===== src/core/t1pre_pkg.sv =====
// package of the timer1 prescaler and fast clock control block
// assumes a 32-bit ahb-lite register bus and a single 50 MHz system clock
package t1pre_pkg;

   // register indices; byte address is four times the index
   localparam logic [7:0] T1PRE_PRESC_IDX = 8'h2f;
   localparam logic [7:0] T1PRE_PLL_IDX = 8'h30;
   localparam logic [31:0] T1PRE_PRESC_ADDR = {22'h000000, T1PRE_PRESC_IDX, 2'h0};
   localparam logic [31:0] T1PRE_PLL_ADDR = {22'h000000, T1PRE_PLL_IDX, 2'h0};

   // reset values
   localparam logic [7:0] T1PRE_PRESC_RST = 8'h00;
   localparam logic [7:0] T1PRE_PLL_RST = 8'h00;

   // timer1_prescale_control fields
   localparam int T1PRE_CLR_BIT = 6;
   localparam int T1PRE_DT_HI_BIT = 5;
   localparam int T1PRE_DT_LO_BIT = 4;
   localparam int T1PRE_CS_MSB = 3;

   // pll_control_status fields
   localparam int T1PRE_LSM_BIT = 7;
   localparam int T1PRE_RES_MSB = 6;
   localparam int T1PRE_RES_LSB = 3;
   localparam int T1PRE_FSEL_BIT = 2;
   localparam int T1PRE_PLL_ENABLE_BIT_BIT = 1;
   localparam int T1PRE_LOCK_BIT = 0;

   // clock source fuse code that selects the pll as system clock
   localparam logic [3:0] T1PRE_FUSE_PLL = 4'h1;
   localparam logic [3:0] T1PRE_CS_STOP = 4'h0;
   localparam int T1PRE_CS_W = 4;
   localparam int T1PRE_PRESC_W = 14;

   // latched ahb address phase
   typedef struct packed {
      logic valid;
      logic write;
      logic hit_presc;
      logic hit_pll;
   } t1pre_aphase_t;

   // timer clock bundle towards the counter core
   typedef struct packed {
      logic tick;
      logic async_mode;
      logic stopped;
   } t1pre_tclk_t;

   typedef enum logic {
      T1PRE_RUN,
      T1PRE_DRAIN
   } t1pre_sw_t;

endpackage : t1pre_pkg


===== src/core/t1pre_top.sv =====
// timer1 prescaler, clock source select and pll control registers
// assumes an ahb-lite master, fast clock strobes synchronous to hclk and a raw pll lock level
//
// Operation
// - prescaler runs from system clock or from fast peripheral clock
// - fast-clock select one picks fast clock, zero picks system clock
// - taps from undivided base clock down to divide by 16384, plus stop
// - fast clock at full rate, halved when low speed select is one
// - low speed select resets to zero
// - pll status bits 6 to 3 read zero
// - fast-clock select can be set only while the pll is enabled
// - pll enable starts the pll and the rc reference when needed
// - pll enable reads one while fuses select the pll
// - lock flag shows pll lock and may toggle during lock-in
// - writing one to bit 6 clears the prescaler, count untouched
// - prescaler clear self-clears, zero writes ignored, reads zero
// - bit 7 reserved, whole register resets to zero meaning stopped
// - code zero stops, code one undivided, each code doubles divisor
//
// Implementation choice: the AHB-Lite register port.
`timescale 1ns/1ps
module t1pre_top #(
   parameter int PRESC_W = t1pre_pkg::T1PRE_PRESC_W,
   parameter int CS_W = t1pre_pkg::T1PRE_CS_W
) (
   input wire logic hclk,
   input wire logic hresetn,
   input wire logic hsel,
   input wire logic [31:0] haddr,
   input wire logic [1:0] htrans,
   input wire logic hwrite,
   input wire logic [2:0] hsize,
   input wire logic [31:0] hwdata,
   input wire logic hready,
   output logic hreadyout,
   output logic hresp,
   output logic [31:0] hrdata,
   input wire logic [3:0] clock_source_fuses,
   input wire logic pll_locked_raw,
   input wire logic fast_periph_timebase,
   output logic pll_run,
   output logic rc_osc_enable,
   output logic [1:0] dead_time_prescale,
   output t1pre_pkg::t1pre_tclk_t timer_clk
);
   t1pre_pkg::t1pre_aphase_t ap_r;
   t1pre_pkg::t1pre_aphase_t ap_nxt;
   logic [31:0] hrdata_r;
   logic [31:0] hrdata_nxt;
   logic [CS_W-1:0] cs_r;
   logic [CS_W-1:0] cs_nxt;
   logic [1:0] dt_r;
   logic [1:0] dt_nxt;
   logic clr_r;
   logic clr_nxt;
   logic lsm_r;
   logic lsm_nxt;
   logic fsel_r;
   logic fsel_nxt;
   logic pll_enable_bit_r;
   logic pll_enable_bit_nxt;
   logic wr_presc;
   logic wr_pll;
   logic fuse_pll;
   logic pll_en_any;
   logic lock_sync;
   logic pll_lock_flag;
   t1pre_pkg::t1pre_sw_t sw_r;
   t1pre_pkg::t1pre_sw_t sw_nxt;
   logic mode_r;
   logic mode_nxt;
   logic half_r;
   logic half_nxt;
   logic pck_eff;
   logic base_tick;
   logic presc_clear;
   logic div_tick;

   if (CS_W != t1pre_pkg::T1PRE_CS_W) begin : g_chk
      $error("t1pre_top: clock select field must be four bits");
   end

   // ---------------- bus slave ----------------
   // zero wait states: the slave never stalls and always answers okay
   assign hreadyout = 1'b1;
   assign hresp = 1'b0;

   always_comb begin
      ap_nxt.valid = hsel & hready & htrans[1];
      ap_nxt.write = hwrite;
      ap_nxt.hit_presc = (haddr == t1pre_pkg::T1PRE_PRESC_ADDR);
      ap_nxt.hit_pll = (haddr == t1pre_pkg::T1PRE_PLL_ADDR);
   end

   assign wr_presc = ap_r.valid & ap_r.write & ap_r.hit_presc;
   assign wr_pll = ap_r.valid & ap_r.write & ap_r.hit_pll;

   // ---------------- control registers ----------------
   assign fuse_pll = (clock_source_fuses == t1pre_pkg::T1PRE_FUSE_PLL);
   assign pll_en_any = fuse_pll | pll_enable_bit_r;

   always_comb begin
      cs_nxt = cs_r;
      dt_nxt = dt_r;
      lsm_nxt = lsm_r;
      fsel_nxt = fsel_r;
      pll_enable_bit_nxt = pll_enable_bit_r;
      clr_nxt = 1'b0;
      if (wr_presc) begin
         cs_nxt = hwdata[t1pre_pkg::T1PRE_CS_MSB:0];
         dt_nxt = hwdata[t1pre_pkg::T1PRE_DT_HI_BIT:t1pre_pkg::T1PRE_DT_LO_BIT];
         clr_nxt = hwdata[t1pre_pkg::T1PRE_CLR_BIT];
      end
      if (wr_pll) begin
         lsm_nxt = hwdata[t1pre_pkg::T1PRE_LSM_BIT];
         pll_enable_bit_nxt = hwdata[t1pre_pkg::T1PRE_PLL_ENABLE_BIT_BIT];
         fsel_nxt = hwdata[t1pre_pkg::T1PRE_FSEL_BIT] & pll_en_any;
      end else if (!pll_en_any) begin
         fsel_nxt = 1'b0;
      end
   end

   // read data is built from next values so a read right after a write sees it
   always_comb begin
      hrdata_nxt = 32'h00000000;
      if (ap_nxt.valid && !ap_nxt.write) begin
         if (ap_nxt.hit_presc) begin
            hrdata_nxt[t1pre_pkg::T1PRE_CS_MSB:0] = cs_nxt;
            hrdata_nxt[t1pre_pkg::T1PRE_DT_HI_BIT:t1pre_pkg::T1PRE_DT_LO_BIT] = dt_nxt;
         end else if (ap_nxt.hit_pll) begin
            hrdata_nxt[t1pre_pkg::T1PRE_LSM_BIT] = lsm_nxt;
            hrdata_nxt[t1pre_pkg::T1PRE_FSEL_BIT] = fsel_nxt;
            hrdata_nxt[t1pre_pkg::T1PRE_PLL_ENABLE_BIT_BIT] = pll_enable_bit_nxt | fuse_pll;
            hrdata_nxt[t1pre_pkg::T1PRE_LOCK_BIT] = pll_lock_flag;
         end
      end
   end

   always_ff @(posedge hclk or negedge hresetn) begin
      if (!hresetn) begin
         ap_r <= '0;
         hrdata_r <= 32'h00000000;
         cs_r <= t1pre_pkg::T1PRE_PRESC_RST[t1pre_pkg::T1PRE_CS_MSB:0];
         dt_r <= t1pre_pkg::T1PRE_PRESC_RST[t1pre_pkg::T1PRE_DT_HI_BIT:t1pre_pkg::T1PRE_DT_LO_BIT];
         clr_r <= t1pre_pkg::T1PRE_PRESC_RST[t1pre_pkg::T1PRE_CLR_BIT];
         lsm_r <= t1pre_pkg::T1PRE_PLL_RST[t1pre_pkg::T1PRE_LSM_BIT];
         fsel_r <= t1pre_pkg::T1PRE_PLL_RST[t1pre_pkg::T1PRE_FSEL_BIT];
         pll_enable_bit_r <= t1pre_pkg::T1PRE_PLL_RST[t1pre_pkg::T1PRE_PLL_ENABLE_BIT_BIT];
      end else begin
         ap_r <= ap_nxt;
         hrdata_r <= hrdata_nxt;
         cs_r <= cs_nxt;
         dt_r <= dt_nxt;
         clr_r <= clr_nxt;
         lsm_r <= lsm_nxt;
         fsel_r <= fsel_nxt;
         pll_enable_bit_r <= pll_enable_bit_nxt;
      end
   end

   assign hrdata = hrdata_r;
   assign dead_time_prescale = dt_r;

   // ---------------- pll control ----------------
   // the lock detector is analog and unrelated to hclk
   t1pre_sync2 #(
      .W(1)
   ) u_lock_sync (
      .hclk(hclk),
      .hresetn(hresetn),
      .d(pll_locked_raw),
      .q(lock_sync)
   );

   assign pll_lock_flag = lock_sync & pll_en_any;
   assign pll_run = pll_en_any;
   // with fuses on the pll the reference oscillator already runs
   assign rc_osc_enable = pll_enable_bit_r & ~fuse_pll;

   // ---------------- clock source switch ----------------
   // a change of source passes a drain cycle with the prescaler held clear,
   // trading one lost base tick for a clean tick stream
   always_comb begin
      sw_nxt = sw_r;
      mode_nxt = mode_r;
      case (sw_r)
         t1pre_pkg::T1PRE_RUN: begin
            if (fsel_r != mode_r) begin
               sw_nxt = t1pre_pkg::T1PRE_DRAIN;
            end
         end
         t1pre_pkg::T1PRE_DRAIN: begin
            mode_nxt = fsel_r;
            sw_nxt = t1pre_pkg::T1PRE_RUN;
         end
         default: begin
            sw_nxt = t1pre_pkg::T1PRE_RUN;
         end
      endcase
   end

   // low speed mode drops every other fast strobe
   assign half_nxt = fast_periph_timebase ? ~half_r : half_r;
   assign pck_eff = fast_periph_timebase & (~lsm_r | half_r);

   always_ff @(posedge hclk or negedge hresetn) begin
      if (!hresetn) begin
         sw_r <= t1pre_pkg::T1PRE_RUN;
         mode_r <= 1'b0;
         half_r <= 1'b0;
      end else begin
         sw_r <= sw_nxt;
         mode_r <= mode_nxt;
         half_r <= half_nxt;
      end
   end

   assign base_tick = (sw_r == t1pre_pkg::T1PRE_RUN) & (mode_r ? pck_eff : 1'b1);
   assign presc_clear = clr_r | (sw_r == t1pre_pkg::T1PRE_DRAIN);

   t1pre_divider #(
      .PRESC_W(PRESC_W),
      .CS_W(CS_W)
   ) u_div (
      .hclk(hclk),
      .hresetn(hresetn),
      .base_tick(base_tick),
      .clear(presc_clear),
      .sel(cs_r),
      .tick(div_tick)
   );

   always_comb begin
      timer_clk.tick = div_tick;
      timer_clk.async_mode = mode_r;
      timer_clk.stopped = (cs_r == t1pre_pkg::T1PRE_CS_STOP);
   end

   // ---------------- assertions ----------------
   property p_pll_res_zero;
      @(posedge hclk) disable iff (!hresetn)
      ap_r.valid && !ap_r.write && ap_r.hit_pll |-> hrdata[6:3] == 4'h0;
   endproperty
   a_pll_res_zero: assert property (p_pll_res_zero) else $error("reserved pll bits not zero");

   property p_fsel_needs_pll;
      @(posedge hclk) disable iff (!hresetn)
      $rose(fsel_r) |-> $past(pll_en_any);
   endproperty
   a_fsel_needs_pll: assert property (p_fsel_needs_pll) else $error("fast select set with pll off");

   property p_clr_reads_zero;
      @(posedge hclk) disable iff (!hresetn)
      ap_r.valid && !ap_r.write && ap_r.hit_presc |-> hrdata[7:6] == 2'h0;
   endproperty
   a_clr_reads_zero: assert property (p_clr_reads_zero) else $error("clear or reserved bit read nonzero");

   property p_clr_self;
      @(posedge hclk) disable iff (!hresetn)
      wr_presc && hwdata[6] |=> clr_r ##1 (!clr_r || $past(wr_presc && hwdata[6]));
   endproperty
   a_clr_self: assert property (p_clr_self) else $error("prescaler clear did not self clear");

   property p_pll_enable_bit_fuse;
      @(posedge hclk) disable iff (!hresetn)
      ap_r.valid && !ap_r.write && ap_r.hit_pll && fuse_pll && $past(fuse_pll) |-> hrdata[1];
   endproperty
   a_pll_enable_bit_fuse: assert property (p_pll_enable_bit_fuse) else $error("pll enable not forced to one");

   property p_lsm_half;
      @(posedge hclk) disable iff (!hresetn)
      lsm_r && fast_periph_timebase && pck_eff ##1 (!fast_periph_timebase) [*2] ##1 lsm_r && fast_periph_timebase |-> !pck_eff;
   endproperty
   a_lsm_half: assert property (p_lsm_half) else $error("low speed did not halve the fast clock");

   property p_stopped;
      @(posedge hclk) disable iff (!hresetn)
      cs_r == 4'h0 && $past(cs_r) == 4'h0 |-> !timer_clk.tick;
   endproperty
   a_stopped: assert property (p_stopped) else $error("tick while stopped");

   property p_sync_full;
      @(posedge hclk) disable iff (!hresetn)
      sw_r == t1pre_pkg::T1PRE_RUN && !mode_r && cs_r == 4'h1 && !presc_clear |=> timer_clk.tick;
   endproperty
   a_sync_full: assert property (p_sync_full) else $error("undivided system clock tick missing");

   property p_switch_clean;
      @(posedge hclk) disable iff (!hresetn)
      $changed(mode_r) |-> !timer_clk.tick && $past(presc_clear);
   endproperty
   a_switch_clean: assert property (p_switch_clean) else $error("tick across a source switch");

   property p_lock_sync;
      @(posedge hclk) disable iff (!hresetn)
      $rose(pll_lock_flag) && $stable(pll_en_any) |-> $past(pll_locked_raw, 2);
   endproperty
   a_lock_sync: assert property (p_lock_sync) else $error("lock flag not from synchronised input");

   property p_rc_osc;
      @(posedge hclk) disable iff (!hresetn)
      pll_enable_bit_r && !fuse_pll |-> rc_osc_enable && pll_run;
   endproperty
   a_rc_osc: assert property (p_rc_osc) else $error("pll enable did not start oscillator");

endmodule : t1pre_top


===== src/core/t1pre_sync2.sv =====
// two flip-flop level synchroniser
// assumes the input is a level from an unrelated source
`timescale 1ns/1ps
module t1pre_sync2 #(
   parameter int W = 1
) (
   input wire logic hclk,
   input wire logic hresetn,
   input wire logic [W-1:0] d,
   output logic [W-1:0] q
);
   logic [W-1:0] meta_r;
   logic [W-1:0] q_r;

   // first stage feeds the second stage only
   always_ff @(posedge hclk or negedge hresetn) begin
      if (!hresetn) begin
         meta_r <= '0;
         q_r <= '0;
      end else begin
         meta_r <= d;
         q_r <= meta_r;
      end
   end

   assign q = q_r;

endmodule : t1pre_sync2


===== src/core/t1pre_divider.sv =====
// power-of-two prescaler with stop setting and synchronous clear
// assumes base_tick is a one-cycle strobe synchronous to hclk
`timescale 1ns/1ps
module t1pre_divider #(
   parameter int PRESC_W = t1pre_pkg::T1PRE_PRESC_W,
   parameter int CS_W = t1pre_pkg::T1PRE_CS_W
) (
   input wire logic hclk,
   input wire logic hresetn,
   input wire logic base_tick,
   input wire logic clear,
   input wire logic [CS_W-1:0] sel,
   output logic tick
);
   logic [PRESC_W-1:0] cnt_r;
   logic [PRESC_W-1:0] cnt_nxt;
   logic tick_r;
   logic tick_nxt;

   // the top code must reach exactly the top counter bit
   if ((1 << CS_W) - 2 != PRESC_W) begin : g_chk
      $error("t1pre_divider: PRESC_W must equal 2**CS_W-2");
   end

   // code n taps when the low n-1 counter bits are all ones
   function automatic logic tap_hit(input logic [CS_W-1:0] s, input logic [PRESC_W-1:0] c);
      logic hit;
      hit = (s != '0);
      for (int i = 0; i < PRESC_W; i++) begin
         if (i < int'(s) - 1) begin
            hit = hit & c[i];
         end
      end
      return hit;
   endfunction : tap_hit

   always_comb begin
      cnt_nxt = cnt_r;
      tick_nxt = 1'b0;
      if (clear) begin
         cnt_nxt = '0;
      end else if (base_tick) begin
         cnt_nxt = cnt_r + PRESC_W'(1);
         tick_nxt = tap_hit(sel, cnt_r);
      end
   end

   always_ff @(posedge hclk or negedge hresetn) begin
      if (!hresetn) begin
         cnt_r <= '0;
         tick_r <= 1'b0;
      end else begin
         cnt_r <= cnt_nxt;
         tick_r <= tick_nxt;
      end
   end

   assign tick = tick_r;

endmodule : t1pre_divider


===== config.mk =====
export PLATFORM = sky130hd
export DESIGN_NAME = t1pre_top
export DESIGN_NICKNAME = d
export VERILOG_FILES = /design/src/core/t1pre_pkg.sv /design/src/core/t1pre_top.sv /design/src/core/t1pre_sync2.sv /design/src/core/t1pre_divider.sv
export SDC_FILE = /design/constraint.sdc
export NUM_CORES = 1
export LEC_CHECK = 0
export BUFFER_PORTS_ARGS = -buffer_cell sky130_fd_sc_hd__buf_2
export CORE_MARGIN = 2
export CORE_UTILIZATION = 48
export CTS_CLUSTER_DIAMETER = 30
export DETAILED_ROUTE_END_ITERATION = 10
export GPL_ROUTABILITY_DRIVEN = 0
export GPL_TIMING_DRIVEN = 0
export HOLD_SLACK_MARGIN = 0.12
export PLACE_DENSITY = 0.9
export SLEW_MARGIN = 40
export SYNTH_ARGS = -nofsm -noshare
export SYNTH_HDL_FRONTEND = slang
export SYNTH_HIERARCHICAL = 1
export SYNTH_SLANG_ARGS = --single-unit

===== constraint.sdc =====
create_clock -name hclk -period 2.8 [get_ports hclk]
set_input_delay 0.56 -clock hclk [delete_from_list [all_inputs] [get_ports hclk]]
set_output_delay 0.56 -clock hclk [all_outputs]
set_load 0.01 [all_outputs]

**Yosys cells after proc, flatten, opt, wreduce, memory -nomap -nowiden**

Index checks and enable logic that the tools add are counted.
W data, S select, Z words.

- Bitwise gates (word level): 32
- Equal/unequal tests: 4
- Reductions and logical operators: 5
- Order comparisons: 14
- Add/subtract/negate cells: 2
- Multiplexer cells: 61

Operators by type and width:

| cell | number |
|---|---|
| $lt A5 B32 Y1 const A | 6 |
| $lt A4 B32 Y1 const A | 4 |
| $eq A32 B8 Y1 const B | 2 |
| $lt A3 B32 Y1 const A | 2 |
| $mux W1 | 52 |
| $lt A1 B32 Y1 const A | 1 |
| $lt A2 B32 Y1 const A | 1 |
| $mux W14 | 2 |
| $and A1 B1 Y1 | 24 |
| $add A14 B1 Y14 const B | 1 |
| $mux W3 | 3 |
| $mux W6 | 1 |
| $sub A4 B1 Y5 const B | 1 |
| $eq A4 B1 Y1 const B | 1 |
| $logic_not A4 Y1 | 1 |
| $mux W4 | 1 |
| $not A1 Y1 | 4 |
| $or A1 B1 Y1 | 4 |
| $reduce_bool A4 Y1 | 1 |
| $mux W2 | 1 |
| $pmux W1 S2 | 1 |
| $reduce_bool A2 Y1 | 1 |
| $logic_and A1 B1 Y1 | 1 |
| $logic_not A1 Y1 | 1 |
| $ne A1 B1 Y1 | 1 |

- Bits of input ports: 80
- Register bits: 41
- Word-level logic and storage cells: 136

**Logic depth before layout (Yosys ltp)**

- Depth after elaboration: 59
- Gate-level depth with buffers: 8

**Cells and area by module**

The synthesis kept the hierarchy.

Modules (own cells, without submodules):

| module | times used | area each (um2) | cells an instance | sequential area each (um2) |
|---|---|---|---|---|
| t1pre_top | 1 | 1,280.0 | 109 | 600.6 |
| t1pre_divider | 1 | 928.4 | 105 | 375.4 |
| t1pre_sync2 | 1 | 50.0 | 2 | 50.0 |

**Worst setup path before layout**

No wires, ideal clock.

- Path kind: in2reg
- Start point: in fast_periph_timebase
- End point: reg u_div.cnt_r[13]
- Required time: 2,722 ps
- Arrival: 1,961 ps
- Cell stages on the path: 7
- Setup time: 78 ps
- Path slack: 762 ps
- Cells stage by stage: o21ai_0 a21oi_1 o211a_1 and3_2 nand3_2 or3_1 a21oi_1

- Longest elaborated chain between the ends: 4

RTL lines:

| element | RTL line | source |
|---|---|---|
| start, declared | t1pre_top.sv:40 | `input wire logic fast_periph_timebase,` |
| $and A1 B1 Y1 | t1pre_top.sv:204 | `assign pck_eff = fast_periph_timebase & (~lsm_r \| half_r);` |
| $mux W1 | t1pre_top.sv:218 | `assign base_tick = (sw_r == t1pre_pkg::T1PRE_RUN) & (mode_r ? pck_eff : 1'b1);` |
| $and A1 B1 Y1 | t1pre_top.sv:218 |  |
| named net base_tick | t1pre_top.sv:75 | `logic base_tick;` |
| $reduce_bool A2 Y1 (no source line) | -- |  |
| end signal, assigned | t1pre_divider.sv:53 | `cnt_r <= cnt_nxt;` |
| end, declared | t1pre_divider.sv:15 | `logic [PRESC_W-1:0] cnt_r;` |

The timed path passes the listed nets, and every way through them passes these cells.
A chain may end at the register's enable or synchronous reset.

**Final worst setup path**

- Start point: in clock_source_fuses[1]
- End point: out pll_run

- Longest elaborated chain between the ends: 2

RTL lines:

| element | RTL line | source |
|---|---|---|
| start, declared | t1pre_top.sv:38 | `input wire logic [3:0] clock_source_fuses,` |
| $eq A4 B1 Y1 | t1pre_top.sv:99 | `assign fuse_pll = (clock_source_fuses == t1pre_pkg::T1PRE_FUSE_PLL);` |
| $or A1 B1 Y1 | t1pre_top.sv:100 | `assign pll_en_any = fuse_pll \| pll_enable_bit_r;` |
| end, declared | t1pre_top.sv:41 | `output logic pll_run,` |

No other way between the ends.

==> run metrics <==
Worst setup EP type=output pin; clk buf depth=2; largest net degree at the start of global routing=42; synth unique cells=46; Fill cells=between 300 and 400; final WL=4610 microns; DR WL/cell=~13 microns; crit path max fanout=3; Setup crit start kind=input port; placed cells=358; clk sinks=between 40 and 50; Yosys reg bits=41; DIE WIDTH=between 70 and 80 microns; Finished Layout Cells=around 370; Tightest Pin Transition=about 0.67 ns; # DRC=0; Worst R2R Path Depth=8; Core Rows=24; CP bufs+invs=3; vias per cell=about 5.0; CP required=~2.2 ns; Crit-path slowest cell=nor4b_1; nets=397; top cells by instance count after synthesis=41 x dfrtp_1, 29 x buf_4, 21 x nor2_1; worst vdd ir=between 0.3 and 0.4 mV; Die Span Y=just over 70 microns; Die Area=~5300 sq um; clk slew on worst S/H paths=0.08 ns; vias in the first global route=approximately 1800; Pleak=1.49 nW; Fin Setup TNS=0 ns; most common cell in the netlist=dfrtp_1; Final WS setup=0.571 ns; Critical Path Max Stage Delay=a little over 0.6 ns; Synth area leader=dfrtp_1; Post-Syn Area=~2300 sq um; DR pass1 iterations=4; Placeable Area=4440 sq um; crit path time final=between 2 and 2.5 ns; relative slew slack=roughly 55%; Hold/Removal Path Class=input port to async pin; clock latency on the worst-skew pair=slightly below 0.3 ns; CP delay by family, top=simple AND/OR/NAND/NOR gates; Clock Skew=0.00439 ns; syn avg cell area=between 10 and 15 sq um; area share of and/or/nand/nor cells after synthesis=between 20% and 30%; global route total overflow=0; fin crit share=roughly four fifths; Hold Vio Cnt, Final=0; TritonCTS Buffers=5; Synth Area in Compound Gates=8.09%; Final Max Slew Viols=0; # Max-Cap Violations=0; layout cells sized above 1=between 30% and 40%; Initial Util=50.8%; detailed placement HPWL=about 3800 microns; Post-synth EDFFs=0; Port Buffers=between 60 and 70; outcome=completed; CTS H-tree lvls=2; Yosys top cell area share=45.4%; CTS resizes=0; Ys Warns=6; diode count=0; CTS Hold Bufs=0; CP most frequent cell=buf_2; Post-CTS Setup Inserts=0; FMAX=449 MHz; crit path cell chain=buf_2, nor4b_1, nor2_1, inv_1, buf_2; clk root buf=clkbuf_8; largest family of logic cells by synthesized area=simple AND/OR/NAND/NOR gates; pwr dens=approximately 520 nW/um^2; Final Util=64.5%; Post-Synth Adder-Cell Area=2.22%; first-pass GRT wire length=7530 microns; Synth area leaders=dfrtp_1 45%, buf_4 9.6%, nor2_1 3.5%; register area=1030 sq um; setup violators final=0; routed via count=approximately 1800; cell count along the critical path=5; data arrival time of the worst path=about 1.7 ns; RSZ-0062 raised after global routing=no; # IOs=121; Seq/Total Area, Yosys=~45%; P&R area growth vs syn=26.9%; CTS tree=done; GRT Resource Usage Total=18.6%; initial antenna violation count=0; Initial DRC Count=87; WS Path Type=input port to output pin; Multi-input gate area=approximately 1100 sq um; remaining antenna violation count after routing=0; xor/xnor share of the synthesized area=under 10%; Main synth FF type=dfrtp_1; Place WS=approximately 0.43 ns; FFs w/ async S/R, synth=100%; Mapped Cells=between 200 and 250; multiplexer share of the synthesized area=roughly 5.4%
layout by cell type (no fill, tap or decap), drive strengths merged, types with 5 or more instances in the layout:
cell type	instances
and3	7
mux2	9
clkbuf	9
nand2	9
a21oi	7
nor4	10
o21ai	5
nand4	5
conb	27
buf	94
dfrtp	41
nor2	21
nand3	8
xor2	9
inv	6
sequential cells by signal (all words and copies together) (netlist names), 2 cells and up:
signal	cells
dead_time_prescale	2
ap_r	4
hrdata	7
cs_r	4
u_div/cnt_r	14
cell type report:
type	count	share of cell area (%)
Sequential cell	41	35.8
Buffer	32	7.99
Inverter	6	0.786
Clock inverter	2	1.31
Timing Repair Buffer	65	11.4
Clock buffer	6	2.88
Multi-Input combinational cell	162	37.5
Tap cell	52	2.27
path summary, 6_finish.rpt:
path                       slack (ns)                    startpoint                          end
max in group asynchronous        2.22                       hresetn   u_div/cnt_r[3]$_DFFE_PN0P_
setup reg to reg                 0.67               lsm_r$_DFF_PN0_  u_div/cnt_r[13]$_DFFE_PN0P_
setup / recovery                 0.57         clock_source_fuses[1]                      pll_run
hold / removal                   0.23                       hresetn          hrdata[3]$_DFF_PN0_
hold reg to reg                  0.36  u_lock_sync/meta_r$_DFF_PN0_      u_lock_sync/q$_DFF_PN0_
min in group hclk                0.36  u_lock_sync/meta_r$_DFF_PN0_      u_lock_sync/q$_DFF_PN0_
per-layer routing:
metal | vias to the layer above | GRT usage (%) | wire length (microns)
met5 | - | 0 | 0
met4 | 0 | 5.56 | 67
met3 | 9 | 5.94 | 324
met2 | 77 | 33.9 | 2460
met1 | 864 | 20.7 | 1760
li1 | 897 | - | -
worst register-to-register path, delay by kind of cell, from the launching register on:
family | cells | cell delay (ns)
AO/OA/AOI/OAI | 4 | 0.95
buffers and inverters | 1 | 0.05
flip-flops | 1 | 0.38
AND/OR/NAND/NOR | 3 | 0.70
cells by family after synthesis:
family                     Yosys count
buffers and inverters               38
DFF                                 41
adders and majority gates            4
muxes                               11
other                                2
and+or+nand+nor                     80
xor gates and xnor gates            13
AOI/OAI and AO/OA                   27
per-stage QoR:
stage	total power, mW	area [sq um]	hold WS, ns
floorplan	0.911	2350	0.264
global placement	0.997	2740	0.333
detailed placement	1.02	2750	0.337
CTS	1.50	2870	0.253
global route	1.58	2870	0.277
finish	1.50	2870	0.235
report_power, final:
group	internal [mW]	total [mW]	switching, mW	leakage [nW]
combinational	0.132	0.266	0.134	0.899
sequential	0.658	0.744	0.0854	0.532
clock	0.290	0.493	0.203	0.0574
No activity file was read; power rests on OpenSTA's default activity.
